<file path="src/pkg/apm_pkg.sv">
// Shared constants, layouts and state types of the ADC power-mode sequencer
package apm_pkg;

    // System clock period and wake-up time, both in nanoseconds
    localparam int CLK_NS = 20;
    localparam int WAKE_NS = 1000;
    // A least time: rounded up to whole clock cycles
    localparam int WAKE_CYCLES = (WAKE_NS + CLK_NS - 1) / CLK_NS;
    localparam logic [6:0] WAKE_LOAD = 7'(WAKE_CYCLES);
    localparam logic [6:0] WAKE_LAST = 7'h01;

    // Serial clock falling-edge counts within one frame
    localparam logic [4:0] FRAME_BITS = 5'h10;
    localparam logic [4:0] WRITE_BITS = 5'h0c;
    localparam logic [4:0] TRACK_EDGE = 5'h0e;

    localparam int RESULT_W = 12;
    localparam int FIFO_DEPTH = 16;

    // Control word as shifted in, first bit at the top
    typedef struct packed {
        logic write;
        logic [2:0] misc_hi;
        logic channel_sel_hi;
        logic channel_sel_lo;
        logic power_mode_hi;
        logic power_mode_lo;
        logic [3:0] misc_lo;
    } apm_ctrl_t;

    // Comes out of reset in full shutdown
    localparam apm_ctrl_t CTRL_RESET = 12'h020;

    // Output word, sent from the top bit down
    typedef struct packed {
        logic [1:0] lead;
        logic [1:0] channel;
        logic [RESULT_W-1:0] result;
    } apm_word_t;

    typedef enum logic [1:0] {MODE_NORMAL, MODE_FULL, MODE_AUTO} apm_mode_t;
    typedef enum logic [1:0] {PWR_ON, PWR_WAKE, PWR_OFF} apm_pwr_t;

    // Power field decode; the unused code falls to full shutdown
    function automatic apm_mode_t mode_of(input apm_ctrl_t c);
        apm_mode_t m;
        m = MODE_FULL;
        if (c.power_mode_hi && c.power_mode_lo) begin
            m = MODE_NORMAL;
        end else if (!c.power_mode_hi && c.power_mode_lo) begin
            m = MODE_AUTO;
        end
        return m;
    endfunction

endpackage

</file>
<file path="src/apm_fifo.sv">
// Result FIFO with registered read data and a registered ready flag
`timescale 1ns/1ps
module apm_fifo #(
    parameter int WIDTH = 12,
    parameter int DEPTH = 16
) (
    input wire logic clock_in,
    input wire logic rst_in,
    input wire logic in_valid_in,
    input wire logic [WIDTH-1:0] in_data_in,
    output logic in_ready_out,
    input wire logic out_ready_in,
    output logic out_valid_out,
    output logic [WIDTH-1:0] out_data_out
);
    localparam int AW = $clog2(DEPTH);
    localparam logic [AW:0] CNT_FULL = (AW+1)'(DEPTH);
    localparam logic [AW:0] CNT_ZERO = '0;

    logic [WIDTH-1:0] mem_q [DEPTH];
    logic [AW-1:0] wr_q;
    logic [AW-1:0] rd_q;
    logic [AW:0] cnt_q;
    logic [AW:0] cnt_d;
    logic ready_q;
    logic valid_q;
    logic [WIDTH-1:0] data_q;

    wire push = in_valid_in & ready_q;
    // The output stage refills when it is empty or being taken and the memory holds an entry
    wire load = (cnt_q != CNT_ZERO) & (~valid_q | out_ready_in);

    assign cnt_d = cnt_q + {{AW{1'b0}}, push} - {{AW{1'b0}}, load};

    always_ff @(posedge clock_in) begin
        if (push) begin
            mem_q[wr_q] <= in_data_in;
        end
    end

    always_ff @(posedge clock_in or posedge rst_in) begin
        if (rst_in) begin
            wr_q <= '0;
            rd_q <= '0;
            cnt_q <= '0;
            ready_q <= 1'b1;
        end else begin
            wr_q <= push ? wr_q + 1'b1 : wr_q;
            rd_q <= load ? rd_q + 1'b1 : rd_q;
            cnt_q <= cnt_d;
            ready_q <= (cnt_d != CNT_FULL);
        end
    end

    always_ff @(posedge clock_in or posedge rst_in) begin
        if (rst_in) begin
            valid_q <= 1'b0;
            data_q <= '0;
        end else if (load) begin
            valid_q <= 1'b1;
            data_q <= mem_q[rd_q];
        end else if (out_ready_in) begin
            valid_q <= 1'b0;
        end
    end

    assign in_ready_out = ready_q;
    assign out_valid_out = valid_q;
    assign out_data_out = data_q;
endmodule

</file>
<file path="src/apm_power_seq.sv">
// Serial frame handling and power-mode sequencing of a SAR converter
`timescale 1ns/1ps
module apm_power_seq (
    input wire logic clock_in,
    input wire logic rst_in,
    input wire logic cs_n_in,
    input wire logic sclk_in,
    input wire logic din_in,
    output logic dout_out,
    output logic dout_oe_out,
    input wire logic sample_valid_in,
    input wire logic [apm_pkg::RESULT_W-1:0] sample_data_in,
    output logic sample_ready_out,
    output apm_pkg::apm_ctrl_t ctrl_out,
    output logic powered_out,
    output logic tracking_out,
    output logic conv_valid_out,
    output logic frame_done_out,
    output logic frame_abort_out
);
    // Pin synchronisers; stage one feeds stage two only
    logic cs_s1_q;
    logic cs_s2_q;
    logic cs_s3_q;
    logic sclk_s1_q;
    logic sclk_s2_q;
    logic sclk_s3_q;
    logic din_s1_q;
    logic din_s2_q;

    logic in_frame_q;
    logic [4:0] edge_cnt_q;
    logic [11:0] shift_in_q;
    logic [15:0] word_q;
    logic dout_q;
    logic dout_oe_q;
    apm_pkg::apm_ctrl_t ctrl_q;
    apm_pkg::apm_pwr_t pwr_q;
    apm_pkg::apm_pwr_t pwr_d;
    logic [6:0] wake_q;
    logic [6:0] wake_d;
    logic track_q;
    logic track_d;
    logic powered_q;
    logic conv_valid_q;
    logic done_q;
    logic abort_q;

    logic fifo_valid;
    logic [apm_pkg::RESULT_W-1:0] fifo_data;
    apm_pkg::apm_word_t word_new;

    // Edge detection runs on the second and third stages only
    wire cs_fall = cs_s3_q & ~cs_s2_q;
    wire cs_rise = ~cs_s3_q & cs_s2_q;
    wire full_frame = in_frame_q & (edge_cnt_q == apm_pkg::FRAME_BITS);
    wire sclk_fall = sclk_s3_q & ~sclk_s2_q & in_frame_q & ~cs_s2_q
                     & (edge_cnt_q != apm_pkg::FRAME_BITS);
    wire [4:0] edge_nxt = edge_cnt_q + 5'h01;
    wire take_bit = sclk_fall & (edge_cnt_q < apm_pkg::WRITE_BITS);

    wire apm_pkg::apm_ctrl_t rx_word = shift_in_q;
    wire apm_pkg::apm_mode_t mode_now = apm_pkg::mode_of(ctrl_q);
    wire apm_pkg::apm_mode_t mode_new = apm_pkg::mode_of(rx_word);
    wire commit = cs_rise & full_frame & rx_word.write;
    wire early_rise = cs_rise & in_frame_q & ~full_frame;
    wire wake_req_rx = rx_word.write & (mode_new == apm_pkg::MODE_NORMAL);
    wire sleeping = (pwr_q == apm_pkg::PWR_OFF);
    wire auto_asleep = sleeping & (mode_now == apm_pkg::MODE_AUTO);
    wire full_asleep = sleeping & (mode_now == apm_pkg::MODE_FULL);
    // Full shutdown keeps the output floating, wake frame included
    wire drive_ok = (mode_now != apm_pkg::MODE_FULL);

    assign word_new.lead = 2'h0;
    assign word_new.channel = {ctrl_q.channel_sel_hi, ctrl_q.channel_sel_lo};
    assign word_new.result = fifo_valid ? fifo_data : '0;

    always_ff @(posedge clock_in or posedge rst_in) begin
        if (rst_in) begin
            cs_s1_q <= 1'b1;
            cs_s2_q <= 1'b1;
            cs_s3_q <= 1'b1;
            // Serial clock idles high; a low reset value would fake an edge
            sclk_s1_q <= 1'b1;
            sclk_s2_q <= 1'b1;
            sclk_s3_q <= 1'b1;
            din_s1_q <= 1'b0;
            din_s2_q <= 1'b0;
        end else begin
            cs_s1_q <= cs_n_in;
            cs_s2_q <= cs_s1_q;
            cs_s3_q <= cs_s2_q;
            sclk_s1_q <= sclk_in;
            sclk_s2_q <= sclk_s1_q;
            sclk_s3_q <= sclk_s2_q;
            din_s1_q <= din_in;
            din_s2_q <= din_s1_q;
        end
    end

    // Results are taken one per frame start, so the FIFO backs up
    // into the sampling side whenever frames are slower than samples
    apm_fifo #(
        .WIDTH(apm_pkg::RESULT_W),
        .DEPTH(apm_pkg::FIFO_DEPTH)
    ) u_fifo (
        .clock_in(clock_in),
        .rst_in(rst_in),
        .in_valid_in(sample_valid_in),
        .in_data_in(sample_data_in),
        .in_ready_out(sample_ready_out),
        .out_ready_in(cs_fall),
        .out_valid_out(fifo_valid),
        .out_data_out(fifo_data)
    );

    // Frame bit counter and control word capture
    always_ff @(posedge clock_in or posedge rst_in) begin
        if (rst_in) begin
            in_frame_q <= 1'b0;
            edge_cnt_q <= '0;
            shift_in_q <= '0;
        end else if (cs_fall) begin
            in_frame_q <= 1'b1;
            edge_cnt_q <= '0;
        end else if (cs_rise) begin
            in_frame_q <= 1'b0;
        end else if (sclk_fall) begin
            edge_cnt_q <= edge_nxt;
            if (take_bit) begin
                shift_in_q <= {shift_in_q[10:0], din_s2_q};
            end
        end
    end

    // Serial output: first zero leaves at select fall, then one per edge
    always_ff @(posedge clock_in or posedge rst_in) begin
        if (rst_in) begin
            word_q <= '0;
            dout_q <= 1'b0;
            dout_oe_q <= 1'b0;
        end else if (cs_fall) begin
            word_q <= word_new;
            dout_q <= 1'b0;
            dout_oe_q <= drive_ok;
        end else if (cs_rise) begin
            dout_oe_q <= 1'b0;
        end else if (sclk_fall) begin
            word_q <= {word_q[14:0], 1'b0};
            dout_q <= word_q[14];
            if (edge_nxt == apm_pkg::FRAME_BITS) begin
                dout_oe_q <= 1'b0;
            end
        end
    end

    // Control register: only a complete write frame updates it
    always_ff @(posedge clock_in or posedge rst_in) begin
        if (rst_in) begin
            ctrl_q <= apm_pkg::CTRL_RESET;
        end else if (commit) begin
            ctrl_q <= rx_word;
        end
    end

    // Power state; a sleep request waits for the end of its own frame
    always_comb begin
        pwr_d = pwr_q;
        wake_d = wake_q;
        unique case (pwr_q)
            apm_pkg::PWR_ON: begin
                pwr_d = apm_pkg::PWR_ON;
            end
            apm_pkg::PWR_WAKE: begin
                if (wake_q == apm_pkg::WAKE_LAST) begin
                    pwr_d = apm_pkg::PWR_ON;
                end else begin
                    wake_d = wake_q - 7'h01;
                end
            end
            apm_pkg::PWR_OFF: begin
                if (cs_fall && auto_asleep) begin
                    pwr_d = apm_pkg::PWR_WAKE;
                    wake_d = apm_pkg::WAKE_LOAD;
                end
            end
        endcase
        if (commit) begin
            if (mode_new != apm_pkg::MODE_NORMAL) begin
                pwr_d = apm_pkg::PWR_OFF;
            end else if (sleeping) begin
                pwr_d = apm_pkg::PWR_WAKE;
                wake_d = apm_pkg::WAKE_LOAD;
            end
        end
    end

    // Track-and-hold; the power field is known by the fourteenth edge
    always_comb begin
        track_d = track_q;
        if (cs_fall) begin
            track_d = auto_asleep;
        end else if (sclk_fall && edge_nxt == apm_pkg::TRACK_EDGE) begin
            track_d = ~(full_asleep & ~wake_req_rx);
        end else if (commit && mode_new != apm_pkg::MODE_NORMAL) begin
            track_d = 1'b0;
        end
    end

    always_ff @(posedge clock_in or posedge rst_in) begin
        if (rst_in) begin
            pwr_q <= apm_pkg::PWR_OFF;
            wake_q <= '0;
            track_q <= 1'b0;
            powered_q <= 1'b0;
        end else begin
            pwr_q <= pwr_d;
            wake_q <= wake_d;
            track_q <= track_d;
            powered_q <= (pwr_d == apm_pkg::PWR_ON);
        end
    end

    // A frame begun before wake-up completes carries no valid result
    always_ff @(posedge clock_in or posedge rst_in) begin
        if (rst_in) begin
            conv_valid_q <= 1'b0;
            done_q <= 1'b0;
            abort_q <= 1'b0;
        end else begin
            if (cs_fall) begin
                conv_valid_q <= (pwr_q == apm_pkg::PWR_ON) & fifo_valid;
            end
            done_q <= cs_rise & full_frame;
            abort_q <= early_rise;
        end
    end

    assign dout_out = dout_q;
    assign dout_oe_out = dout_oe_q;
    assign ctrl_out = ctrl_q;
    assign powered_out = powered_q;
    assign tracking_out = track_q;
    assign conv_valid_out = conv_valid_q;
    assign frame_done_out = done_q;
    assign frame_abort_out = abort_q;

    localparam int wake_len = apm_pkg::WAKE_CYCLES;
endmodule

</file>
<file path="config.mk">
export PLATFORM = sky130hd
export DESIGN_NAME = apm_power_seq
export DESIGN_NICKNAME = d
export VERILOG_FILES = /design/src/pkg/apm_pkg.sv /design/src/apm_fifo.sv /design/src/apm_power_seq.sv
export SDC_FILE = /design/constraint.sdc
export NUM_CORES = 1
export LEC_CHECK = 0
export BUFFER_PORTS_ARGS = -buffer_cell sky130_fd_sc_hd__clkbuf_2
export CORE_ASPECT_RATIO = 0.9
export CORE_MARGIN = 2
export CORE_UTILIZATION = 60
export CTS_BUF_LIST = sky130_fd_sc_hd__clkbuf_16
export DETAILED_ROUTE_END_ITERATION = 6
export GPL_TIMING_DRIVEN = 0
export PLACE_DENSITY = 0.81
export SKIP_CTS_REPAIR_TIMING = 1
export SLEW_MARGIN = 10
export SYNTH_ARGS = -nofsm -noshare
export SYNTH_HDL_FRONTEND = slang
export SYNTH_SLANG_ARGS = --single-unit
</file>
<file path="constraint.sdc">
create_clock -name clock_in -period 4.7 [get_ports clock_in]
set_input_delay 0.94 -clock clock_in [delete_from_list [all_inputs] [get_ports clock_in]]
set_output_delay 0.94 -clock clock_in [all_outputs]
set_load 0.05 [all_outputs]
</file>
==> results, run 1 <==
- The flow ran to the end, and the final reports show no timing, DRC or antenna violations.
- The clock reaches the later pin of the worst-skew pair after 0.55 ns.
- The worst setup path is launched from a flop.
- STA classifies the critical path endpoint as a flop.
- In this run the worst path has a maximum fanout of 10.
- Synthesis produced a netlist with a net count of 734.
- The maximum achievable frequency is 0.250 GHz.
- TritonCTS built the clock tree.
- The share of total power dissipated in sequential elements is 46.2%.
- The number of diodes added for antenna fixing is 0.
- The simple-gate portion of the synthesized area is 5.67%.
- For the worst setup path, the data required time is 5.17 ns.
- Counting flops with a built-in enable in the synthesized netlist gives 192.
- The buffering stage count on the worst path with inverters included is 4.
- Before antenna repair, the detailed router went through 5 iterations.
- The total count of max-transition violations in the final report is 0.
- The routed length per placed instance is 24.0 um.
- In the routed design, unresolved DRC markers number 0.
- The clock root buffer master is sky130_fd_sc_hd__clkbuf_16.
- After global routing the overflow that remains totals 0.
- The reg-to-reg startpoint is u_fifo.cnt_q[3].
- The net total in the final layout is 802.
- The pin count of the biggest net entering global routing is 71.
- Counting flops and latches in the post-synthesis netlist gives 288.
- For this run, the share of the core covered by cells in the final layout is 68.5%.
- For this run, the leading register cell type out of synthesis is sky130_fd_sc_hd__edfxtp_1.
- The total negative slack is 0 ns.
- The worst hold path begins at sclk_s1_q.
- Clock-pin slew was measured on the worst setup and hold paths at 0.06 ns.
- The die boundary width is 152 um.
- Among all cell types in the netlist, the one instantiated most often is sky130_fd_sc_hd__edfxtp_1.
- The worst-case IR drop observed on VDD is 0.408 mV.
- The synthesized netlist devotes 5.59% of its cell area to compound gates.
- In the final layout, the share of cells above drive strength 1 is 26.1%.
- The top cell type by area accounts for 48.6% of the synthesized area.
- The max-cap violation count is 0.
- For this design, the slowest cell found on the critical path is sky130_fd_sc_hd__nor4b_1.
- Averaged over all synthesized cells, the footprint is 17.1 um2.
- After detailed placement, the design holds a cell count of 980.
- Setup repair after global routing left no endpoint under its margin.
- For this run, the total global-route usage over all layers was measured as 24.1%.
- The final-report hold violation count is 0.
- For the worst setup path, the data arrival time is 4.46 ns.
- The dominant delay contributor by cell family on the critical path is adder cells.
- The post-layout minimum cycle time is 3.99 ns.
- The core area is 0.0193 mm2.
- Of all cell types, the one taking the most synthesized area is sky130_fd_sc_hd__edfxtp_1.
- The number of vias per cell after detailed routing is 6.30.
- Setup violations remaining at the end of the flow were counted as 0.
- By area, the combinational part of the netlist is dominated by multiplexers.
- By count the netlist is led by sky130_fd_sc_hd__edfxtp_1 (192), sky130_fd_sc_hd__dfrtp_1 (87), sky130_fd_sc_hd__mux4_2 (48), sky130_fd_sc_hd__mux2_2 (39), sky130_fd_sc_hd__nand2_1 (32).
- The sequential-to-total area share from yosys stat is 69.0%.
- Dividing total power by cell area gives a power density of 542 mW/mm2.
- In the post-route analysis, the smallest setup slack over all paths is 0.708 ns.
- By area the synthesized netlist is led by sky130_fd_sc_hd__edfxtp_1 (49%), sky130_fd_sc_hd__dfrtp_1 (18%), sky130_fd_sc_hd__mux4_2 (9.1%), sky130_fd_sc_hd__mux2_2 (3.7%), sky130_fd_sc_hd__ha_1 (2.4%).
- The DRC violation total after the first TritonRoute iteration is 536.
- The initial antenna violation count is 0.
- In this run the power spent charging and discharging nets is 2.15 mW.
- The non-filler instance count after layout is 1032.
- The critical path's largest stage delay is 0.85 ns.
- The first element of the critical path is u_fifo.cnt_q[3].
- The growth of design area from synthesis to finish is 11.4%.
- Of the total power, the share spent switching nets is 30.0%.
- The number of core rows is 48.
- Counting along the longest clock path gives a buffer depth of 3.
- The worst clock skew is 0.0338 ns.
- The total via count after detailed routing is 6497.
- The arithmetic-cell share of the synthesized area counting full adders, half adders and majority gates is 2.60%.
- The standby leakage power is 4.96 nW.
- The signal on the critical path passes through inv_1 > ha_1 > nor4b_1 > a21oi_1 > clkbuf_1 > buf_2 > ha_1 > inv_1 > ha_1 > fa_1 > a21oi_1 > o21bai_1 > xnor2_1 > nand3b_1.
- The count of buffers added on input and output ports is 37.
- Routability-driven placement finished with a final weighted congestion of 0.831.
- The path class of the tightest hold or removal check is reg -> reg.
- The die span in y is 137 um.
- 38 I/O pins were placed.
- In this run, the combinational gates consume 25.8% of the power.
- The area of the die is 0.0209 mm2.
- The share of flip-flops with an asynchronous set or reset after synthesis is 33.3%.
- The number of cells produced by synthesis is 692.
- In the finished design, the share of the clock period the worst path needs comes to 84.9%.
- The clock network power share is 28.0%.
- In this run, distinct cell masters in the synthesized netlist total 66.
- OpenSTA, run right after detailed placement, puts the worst setup slack at 0.773 ns.
- The synthesized netlist occupies a cell area of 0.0119 mm2.
- The via count of the first global-routing pass is 6793.
- Summing the areas of all xor and xnor instances in the mapped netlist gives 0.960% of the synthesized area.
- The HPWL after detailed placement is 15.6 mm.
- The starting utilization of the core area is 61.5%.
- By startpoint and endpoint, the worst setup path is classified as reg -> reg.
- The final worst hold slack is 0.361 ns.
- The portion of synthesized area spent on multiplexers is 14.0%.
- During synthesis, Yosys emitted a total of 0 warnings.
- Measured against its own limit, the worst slew margin works out to 28.6%.
- By instance count, the cell type seen most on the critical path is sky130_fd_sc_hd__ha_1.
- The internal power contribution is 5.01 mW.
- The maximum level of the CTS H-tree is 1.
- The number of buffers added by the clock tree synthesis step is 28.
- The final routed wirelength across all metal layers is 24.8 mm.
- The final antenna-violating net count is 0.
- CTS saw 288 sinks.
- The first global-routing pass estimated 38.2 mm of wire.
- For the pin with the worst max-slew slack, the measured transition is 1.06 ns.
[layout make-up]
class	count	area (um2)
Tap cell	250	313
Fill cell	1207	6070
Timing Repair Buffer	38	213
Clock inverter	24	124
Clock buffer	28	701
Inverter	26	100
Buffer	32	165
Multi-Input combinational cell	346	3420
Sequential cell	288	8180
[worst reg2reg max path: cells and delay by family (launching register included)]
family,cells,cell delay [ns]
fa+ha+maj,4,1.12
simple gates,2,0.97
flops,1,0.39
buf+inv,4,0.74
compound gates,3,0.46
xor+xnor,1,0.23
[cells in the final DEF (no fill, tap or decap), types with 9 or more instances in the layout]
cell / n
sky130_fd_sc_hd__edfxtp_1: 192
sky130_fd_sc_hd__dfrtp_1: 87
sky130_fd_sc_hd__mux4_2: 48
sky130_fd_sc_hd__mux2_2: 39
sky130_fd_sc_hd__clkbuf_2: 38
sky130_fd_sc_hd__inv_1: 36
sky130_fd_sc_hd__nand2_1: 32
sky130_fd_sc_hd__clkbuf_16: 28
sky130_fd_sc_hd__ha_1: 23
sky130_fd_sc_hd__nor2_1: 17
sky130_fd_sc_hd__and2_1: 14
sky130_fd_sc_hd__mux2i_1: 14
sky130_fd_sc_hd__o21ai_0: 14
sky130_fd_sc_hd__a221oi_1: 12
sky130_fd_sc_hd__a21oi_1: 11
sky130_fd_sc_hd__buf_2: 11
sky130_fd_sc_hd__o22ai_1: 11
sky130_fd_sc_hd__o2bb2ai_1: 10
sky130_fd_sc_hd__clkbuf_1: 9
sky130_fd_sc_hd__dfstp_2: 9
[state kept, by name (all words and copies together) (netlist names), 2 cells and up]
signal	flops
u_fifo.cnt_q	5
word_q	15
edge_cnt_q	5
ctrl_out	12
rx_word	12
pwr_q	2
u_fifo.mem_q	192
u_fifo.out_data_out	12
wake_q	7
u_fifo.rd_q	4
u_fifo.wr_q	4
[per-layer routing]
layer	GRT usage, %	wire length [um]	up-vias
met5	0	0	-
met4	8.67	726	0
met3	3.99	1500	58
met2	43.4	12900	277
met1	30.1	9700	3330
li1	-	-	2832
[worst paths after layout]
path                                        to  slack [ns]  cells past startpoint
min reg2reg                          sclk_s2_q        0.36                      0
min in group asynchronous       u_fifo.wr_q[1]        0.38                      2
max reg2reg                u_fifo.in_ready_out        0.71                     14
max                        u_fifo.in_ready_out        0.71                     14
min                                  sclk_s2_q        0.36                      0
max in group asynchronous            sclk_s3_q        3.58                      3
[power groups by stage]
stage	sequential [mW]	clock (mW)	combinational, mW
2_1_floorplan	3.28	0	1.33
3_3_place_gp	3.30	0	1.75
3_5_place_dp	3.34	0	1.82
4_1_cts	3.30	2.03	1.86
5_1_grt	3.33	2.12	1.98
6_report	3.30	2.01	1.85
[cells by family after synthesis]
kind of cell | Yosys count
and+or+nand+nor | 119
muxes | 101
adders and majority gates | 24
buffers and inverters | 58
xor gates and xnor gates | 13
DFF | 288
AOI/OAI and AO/OA | 89
[stage by stage]
stage	instance area, um2	power (mW)
4_1_cts	13200	7.19
5_1_grt	13200	7.44
2_1_floorplan	11900	4.61
3_5_place_dp	12400	5.16
3_3_place_gp	12400	5.05
6_report	13200	7.16
Note: power is estimated with default switching activity, not from simulation.
==> inputs of run 2 (changes only) <==
--- a/config.mk
+++ b/config.mk
@@ -8,11 +8,11 @@
 export BUFFER_PORTS_ARGS = -buffer_cell sky130_fd_sc_hd__clkbuf_2
 export CORE_ASPECT_RATIO = 0.9
 export CORE_MARGIN = 2
-export CORE_UTILIZATION = 60
+export CORE_UTILIZATION = 56
 export CTS_BUF_LIST = sky130_fd_sc_hd__clkbuf_16
 export DETAILED_ROUTE_END_ITERATION = 6
 export GPL_TIMING_DRIVEN = 0
-export PLACE_DENSITY = 0.81
+export PLACE_DENSITY = 0.8
 export SKIP_CTS_REPAIR_TIMING = 1
 export SLEW_MARGIN = 10
 export SYNTH_ARGS = -nofsm -noshare
==> constraint.sdc (replaced) <==
create_clock -name clock_in -period 3.37 [get_ports clock_in]
set_input_delay 0.674 -clock clock_in [delete_from_list [all_inputs] [get_ports clock_in]]
set_output_delay 0.674 -clock clock_in [all_outputs]
set_load 0.05 [all_outputs]
==> results, run 2 (synthesized netlist as in run 1, its figures left out) <==
- The slew of the pin with the lowest slew margin is 0.804 ns (was 1.06 ns).
- The area of the die is 0.0224 mm2 (was 0.0209 mm2).
- The I/O pin total is 38 (unchanged).
- The final antenna-violating net count was 0 (unchanged).
- Most frequent cells in the layout: sky130_fd_sc_hd__edfxtp_1 (192), sky130_fd_sc_hd__dfrtp_1 (87), sky130_fd_sc_hd__mux4_2 (48), sky130_fd_sc_hd__mux2_2 (39), sky130_fd_sc_hd__clkbuf_2 (38) (unchanged).
- Outcome: finished clean (unchanged).
- The final clock period utilization by the worst path is 93.1% (was 84.9%).
- The growth of design area from synthesis to finish came to 13.0% (was 11.4%).
- The buffering stage count on the worst path with inverters included is 5 (was 4).
- The HPWL after detailed placement is 15.3 mm (was 15.6 mm).
- The number of buffers added by the clock tree synthesis step came to 29 (was 28).
- The number of buffers inserted by port buffering is 37 (unchanged).
- The maximum clock insertion buffer count was 3 (unchanged).
- The number of core rows is 50 (was 48).
- The DRC violation total after the first TritonRoute iteration was 585 (was 536).
- The slack of the critical path is 0.231 ns (was 0.708 ns).
- The pin count of the biggest net entering global routing is 70 (was 71).
- The core area was 0.0208 mm2 (was 0.0193 mm2).
- The largest fanout on the critical path was 10 (unchanged).
- The via count of the first global-routing pass is 6653 (was 6793).
- The number of optimization iterations in the first detailed-route pass is 5 (unchanged).
- The number of vias per cell after detailed routing is 6.02 (was 6.30).
- The net total in the final layout is 804 (was 802).
- The die span in y was 142 um (was 137 um).
- The arrival time at the worst endpoint is 3.61 ns (was 4.46 ns).
- The total power came to 10.3 mW (was 7.16 mW).
- The register name with the most flops is u_fifo.mem_q (unchanged).
- The area taken by flip-flops and latches was 0.00818 mm2 (unchanged).
- The TritonCTS sink count is 288 (unchanged).
- The worst setup slack before clock tree synthesis came to -0.469 ns (was 0.773 ns).
- The total power per unit cell area is 766 mW/mm2 (was 542 mW/mm2).
- The share of cells above drive strength 1 is 27.1% (was 26.1%).
- The dominant delay contributor by cell family on the critical path is adder cells (unchanged).
- The global routing usage summed across all routing layers was 21.7% (was 24.1%).
- The source-to-sink clock delay at the later pin of the worst-skew pair is 0.56 ns (was 0.55 ns).
- The data required time at the worst endpoint is 3.84 ns (was 5.17 ns).
- The standby leakage power came to 5.03 nW (was 4.96 nW).
- The type of element capturing the critical path was a flop (unchanged).
- The final routed wirelength across all metal layers was 23.5 mm (was 24.8 mm).
- The routed length per placed instance is 22.0 um (was 24.0 um).
- The internal power contribution came to 7.28 mW (was 5.01 mW).
- The weighted congestion at the end of routability-driven global placement is 0.835 (was 0.831).
- The combinational share of power was 24.7% (was 25.8%).
- The clock network power share is 30.4% (was 28.0%).
- The total via count after detailed routing is 6450 (was 6497).
- The area of placed instances was 0.0124 mm2 (about the same).
- The post-CTS clock slew at the launch and capture registers of the worst setup and hold paths is 0.06 ns (about the same).
- The slowest library cell on the worst path is sky130_fd_sc_hd__dfstp_2 (was sky130_fd_sc_hd__nor4b_1).
- The cell occurring most often along the worst timing path is sky130_fd_sc_hd__ha_1 (unchanged).
- The fraction of power spent switching nets came to 29.0% (was 30.0%).
- The cell count after placement is 1016 (was 980).
- The class of the most critical hold timing path is in -> async (was reg -> reg).
- The final-report hold violation count is 0 (unchanged).
- The CTS tree is done (unchanged).
- Top flop regs: u_fifo.mem_q (192), word_q (15) (unchanged).
- The number of diodes added for antenna fixing is 0 (unchanged).
- The maximum achievable frequency is 0.319 GHz (was 0.250 GHz).
- The type of element launching the critical path is a flop (unchanged).
- The worst clock skew came to 0.0189 ns (was 0.0338 ns).
- The max-cap violation count is 0 (unchanged).
- The final instance area is 0.0134 mm2 (was 0.0132 mm2).
- The count of endpoints failing setup in the final report is 0 (unchanged).
- The switching power of the nets came to 2.97 mW (was 2.15 mW).
- The area used by multi-input combinational logic came to 0.00344 mm2 (was 0.00342 mm2).
- The flip-flop count of the largest register after layout is 192 (unchanged).
- The headroom to the max-slew limit is 46.4% (was 28.6%).
- The post-detailed-route DRC marker count came to 0 (unchanged).
- The clock root buffer master was sky130_fd_sc_hd__clkbuf_16 (unchanged).
- The maximum level of the CTS H-tree came to 1 (unchanged).
- The die boundary width is 157 um (was 152 um).
- The critical path start-end classification is reg -> reg (unchanged).
- The final worst hold slack is 0.104 ns (was 0.361 ns).
- The layout filler cell count is 1422 (was 1207).
- The peak supply drop is 0.553 mV (was 0.408 mV).
- Worst-path cell chain: inv_1 > ha_1 > inv_2 > a21oi_2 > clkbuf_4 > buf_4 > ha_1 > inv_1 > ha_1 > fa_1 > a21oi_1 > o21bai_1 > xnor2_1 > nand3b_1 (was inv_1 > ha_1 > nor4b_1 > a21oi_1 > clkbuf_1 > buf_2 > ha_1 > inv_1 > ha_1 > fa_1 > a21oi_1 > o21bai_1 > xnor2_1 > nand3b_1).
- The total count of max-transition violations in the final report is 0 (unchanged).
- The commonest non-fill, non-tap cell in the layout is sky130_fd_sc_hd__edfxtp_1 (unchanged).
- The critical path's largest stage delay was 0.59 ns (was 0.85 ns).
- Setup repair after global routing missed its margin: false (unchanged).
- The power share of the sequential group is 44.9% (was 46.2%).
- The starting utilization of the core area is 57.1% (was 61.5%).
- The post-layout minimum cycle time came to 3.14 ns (was 3.99 ns).
- The global route total overflow came to 0 (unchanged).
- The global-route wire length before repair is 36.5 mm (was 38.2 mm).
- The initial antenna violation count was 0 (unchanged).
- The non-filler instance count after layout is 1071 (was 1032).
run 2: cell count changes in the layout (fill, tap and decap cells not counted), sizes merged:
cell      before  now
inv           37   35
clkbuf        75   76
buf           23   24
clkinv         9   12
bufinv         0    3
clkinvlp       4    1
run 2: stage by stage:
step	TNS (ns)	utilization, %
6_report	0	64.5
5_1_grt	0	64.5
4_1_cts	-1.29	64.3
3_5_place_dp	-1.09	59.9
3_3_place_gp	-73.69	59.7
2_1_floorplan	0	-
run 2: layout make-up:
| cell class | count | area share, % |
|---|---|---|
| buffer | 32 | 1.28 |
| clock buffer | 29 | 5.42 |
| clock inverter | 25 | 1.54 |
| inverter | 26 | 0.747 |
| multi-input combinational | 346 | 25.6 |
| sequential | 288 | 61.1 |
| tap | 286 | 2.67 |
| timing repair buffer | 39 | 1.64 |
run 2: worst paths after layout:
path                         start  slack [ns]                   to  cells after the start
max reg2reg                cs_s2_q        0.23  u_fifo.in_ready_out                     14
min                         rst_in        0.10      u_fifo.cnt_q[2]                      2
max                        cs_s2_q        0.23  u_fifo.in_ready_out                     14
min reg2reg                cs_s1_q        0.36              cs_s2_q                      0
max in group asynchronous   rst_in        2.54            sclk_s3_q                      3
min in group clock_in      sclk_in        0.22            sclk_s1_q                      1
run 2: power by group through the flow:
| stage | combinational (mW) | clock, mW | sequential [mW] |
|---|---|---|---|
| floorplan | 1.86 | 0 | 4.57 |
| detailed placement | 2.52 | 0 | 4.65 |
| CTS | 2.54 | 3.15 | 4.59 |
| global route | 2.75 | 3.29 | 4.65 |
| finish | 2.54 | 3.12 | 4.61 |
| global placement | 2.41 | 0 | 4.61 |
run 2: metal layers:
metal	vias up	share of wire [%]	track usage, %
met5	-	0	0
met4	0	2.8	5.79
met3	44	6.5	3.81
met2	235	51	38.3
met1	3339	39	28.0
li1	2832	-	-
==> inputs of run 3 (changes only) <==
--- a/config.mk
+++ b/config.mk
@@ -10,9 +10,11 @@
 export CORE_MARGIN = 2
 export CORE_UTILIZATION = 56
 export CTS_BUF_LIST = sky130_fd_sc_hd__clkbuf_16
+export CTS_CLUSTER_DIAMETER = 150
 export DETAILED_ROUTE_END_ITERATION = 6
 export GPL_TIMING_DRIVEN = 0
-export PLACE_DENSITY = 0.8
+export PLACE_DENSITY = 0.78
+export SETUP_SLACK_MARGIN = 0.3
 export SKIP_CTS_REPAIR_TIMING = 1
 export SLEW_MARGIN = 10
 export SYNTH_ARGS = -nofsm -noshare
==> results, run 3 (synthesized netlist as in run 1, its figures left out) <==
- The type of element launching the critical path is a flop (unchanged).
- The worst clock skew is 0.0151 ns (was 0.0189 ns).
- The largest fanout on the critical path is 10 (unchanged).
- The total via count after detailed routing is 6581 (was 6450).
- The maximum achievable frequency came to 0.334 GHz (was 0.319 GHz).
- The final worst hold slack is 0.157 ns (was 0.104 ns).
- The number of optimization iterations in the first detailed-route pass was 5 (unchanged).
- Most frequent cells in the layout: sky130_fd_sc_hd__edfxtp_1 (192), sky130_fd_sc_hd__dfrtp_1 (87), sky130_fd_sc_hd__mux4_2 (48), sky130_fd_sc_hd__mux2_2 (39), sky130_fd_sc_hd__clkbuf_2 (38) (unchanged).
- The final clock period utilization by the worst path was 88.8% (was 93.1%).
- The total power per unit cell area is 787 mW/mm2 (was 766 mW/mm2).
- The initial antenna violation count was 0 (unchanged).
- The class of the most critical hold timing path is in -> async (unchanged).
- Worst-path cell chain: inv_1 > ha_1 > nor4b_4 > buf_4 > a21oi_4 > buf_6 > buf_4 > ha_1 > inv_1 > ha_1 > fa_2 > a21oi_1 > o21bai_1 > xnor2_1 > buf_4 (was inv_1 > ha_1 > inv_2 > a21oi_2 > clkbuf_4 > buf_4 > ha_1 > inv_1 > ha_1 > fa_1 > a21oi_1 > o21bai_1 > xnor2_1 > nand3b_1).
- The number of diodes added for antenna fixing came to 0 (unchanged).
- Setup repair after global routing missed its margin: false (unchanged).
- The standby leakage power came to 5.07 nW (was 5.03 nW).
- The clock root buffer master is sky130_fd_sc_hd__clkbuf_16 (unchanged).
- The final routed wirelength across all metal layers came to 24.4 mm (was 23.5 mm).
- Top flop regs: u_fifo.mem_q (192), word_q (15) (unchanged).
- The final-report hold violation count was 0 (unchanged).
- The growth of design area from synthesis to finish is 14.3% (was 13.0%).
- The HPWL after detailed placement came to 15.3 mm (about the same).
- The source-to-sink clock delay at the later pin of the worst-skew pair was 0.54 ns (was 0.56 ns).
- The final antenna-violating net count is 0 (unchanged).
- The post-detailed-route DRC marker count came to 0 (unchanged).
- The arrival time at the worst endpoint was 3.48 ns (was 3.61 ns).
- The area of the die was 0.0224 mm2 (unchanged).
- The total negative slack is 0 ns (unchanged).
- The number of buffers added by the clock tree synthesis step was 28 (was 29).
- The slowest library cell on the worst path is sky130_fd_sc_hd__dfrtp_1 (was sky130_fd_sc_hd__dfstp_2).
- The peak supply drop was 0.612 mV (was 0.553 mV).
- The maximum clock insertion buffer count is 3 (unchanged).
- The total count of max-transition violations in the final report was 0 (unchanged).
- The flip-flop count of the largest register after layout is 192 (unchanged).
- The final cell utilization of the core is 65.3% (was 64.5%).
- The post-CTS clock slew at the launch and capture registers of the worst setup and hold paths was 0.06 ns (about the same).
- The global route total overflow is 0 (unchanged).
- The data required time at the worst endpoint is 3.86 ns (was 3.84 ns).
- Outcome: finished clean (unchanged).
- The number of core rows came to 50 (unchanged).
- The CTS tree is done (unchanged).
- The max-cap violation count came to 0 (unchanged).
- The share of cells above drive strength 1 is 28.9% (was 27.1%).
- The type of element capturing the critical path is a flop (unchanged).
- The I/O pin total is 38 (unchanged).
- The register name with the most flops was u_fifo.mem_q (unchanged).
- The critical path's largest stage delay is 0.38 ns (was 0.59 ns).
- The headroom to the max-slew limit is 43.9% (was 46.4%).
- The number of buffers inserted by port buffering is 37 (unchanged).
- The weighted congestion at the end of routability-driven global placement is 0.818 (was 0.835).
- The number of vias per cell after detailed routing is 6.13 (was 6.02).
- The die boundary width is 157 um (unchanged).
- The maximum level of the CTS H-tree came to 1 (unchanged).
- The via count of the first global-routing pass is 6787 (was 6653).
- The slew of the pin with the lowest slew margin is 0.842 ns (was 0.804 ns).
- The core area came to 0.0208 mm2 (unchanged).
- The die span in y is 142 um (unchanged).
- The total power is 10.7 mW (was 10.3 mW).
- The critical path start-end classification is reg -> reg (unchanged).
- The layout filler cell count is 1362 (was 1422).
- The post-layout minimum cycle time is 2.99 ns (was 3.14 ns).
- The net total in the final layout is 808 (was 804).
- The DRC violation total after the first TritonRoute iteration came to 627 (was 585).
- The global routing usage summed across all routing layers is 22.4% (was 21.7%).
- The global-route wire length before repair is 37.8 mm (was 36.5 mm).
- The pin count of the biggest net entering global routing is 42 (was 70).
- The count of endpoints failing setup in the final report came to 0 (unchanged).
- The commonest non-fill, non-tap cell in the layout is sky130_fd_sc_hd__edfxtp_1 (unchanged).
- The starting utilization of the core area came to 57.1% (unchanged).
- The TritonCTS sink count is 288 (unchanged).
- The routed length per placed instance is 22.7 um (was 22.0 um).
[run 3: cell count changes in the layout (fill, tap and decap cells not counted), moves of 3 or more]
cell | previous run | this run
sky130_fd_sc_hd__clkinvlp_4 | 1 | 4
sky130_fd_sc_hd__buf_4 | 6 | 10
sky130_fd_sc_hd__bufinv_16 | 3 | 7
sky130_fd_sc_hd__clkinv_1 | 5 | 1
sky130_fd_sc_hd__clkinv_4 | 0 | 5
sky130_fd_sc_hd__inv_1 | 31 | 24
[run 3: metrics by stage]
step	std cells	instance area, um2	setup slack (ns)
2_1_floorplan	692	11900	0.445
3_3_place_gp	1015	12400	-0.468
3_5_place_dp	1017	12400	-0.564
4_1_cts	1069	13500	-0.640
5_1_grt	1074	13600	0.211
6_report	1074	13600	0.377
[run 3: layout make-up]
| class | instances | area, um2 | area share (%) |
|---|---|---|---|
| Multi-Input combinational cell | 346 | 3450 | 25.4 |
| Buffer | 32 | 175 | 1.29 |
| Clock buffer | 28 | 701 | 5.17 |
| Inverter | 26 | 101 | 0.748 |
| Clock inverter | 24 | 334 | 2.46 |
| Timing Repair Buffer | 44 | 263 | 1.94 |
| Tap cell | 286 | 358 | 2.64 |
| Sequential cell | 288 | 8180 | 60.3 |
[run 3: layer usage]
layer | wire, um | vias to the layer above | GRT usage [%]
met5 | 0 | - | 0
met4 | 652 | 0 | 7.18
met3 | 1620 | 58 | 3.78
met2 | 12500 | 294 | 38.5
met1 | 9540 | 3391 | 29.6
li1 | - | 2838 | -
[run 3: final timing paths]
kind                       cells past startpoint  slack, ns       startpoint              end
min in group clock_in                          1       0.23          cs_n_in          cs_s1_q
max in group asynchronous                      3       2.58           rst_in         pwr_q[1]
hold reg to reg                                0       0.36        sclk_s1_q        sclk_s2_q
setup / recovery                              15       0.38  u_fifo.cnt_q[3]  u_fifo.cnt_q[4]
hold / removal                                 2       0.16           rst_in   u_fifo.wr_q[2]
setup reg to reg                              15       0.38  u_fifo.cnt_q[3]  u_fifo.cnt_q[4]
[run 3: worst max-delay path, delay by kind of cell (launching register included)]
kind,cells,cell delay (ns)
buffers and inverters,6,0.82
xor gates and xnor gates,1,0.20
and+or+nand+nor,1,0.24
adders and majority gates,4,1.00
DFF,1,0.38
AOI/OAI and AO/OA,3,0.28
[run 3: report_power, final]
group	switching (mW)	total, mW	leakage (nW)	internal, mW
Combinational	1.43	2.63	1.64	1.20
Sequential	0.286	4.61	2.93	4.32
Clock	1.35	3.43	0.503	2.08
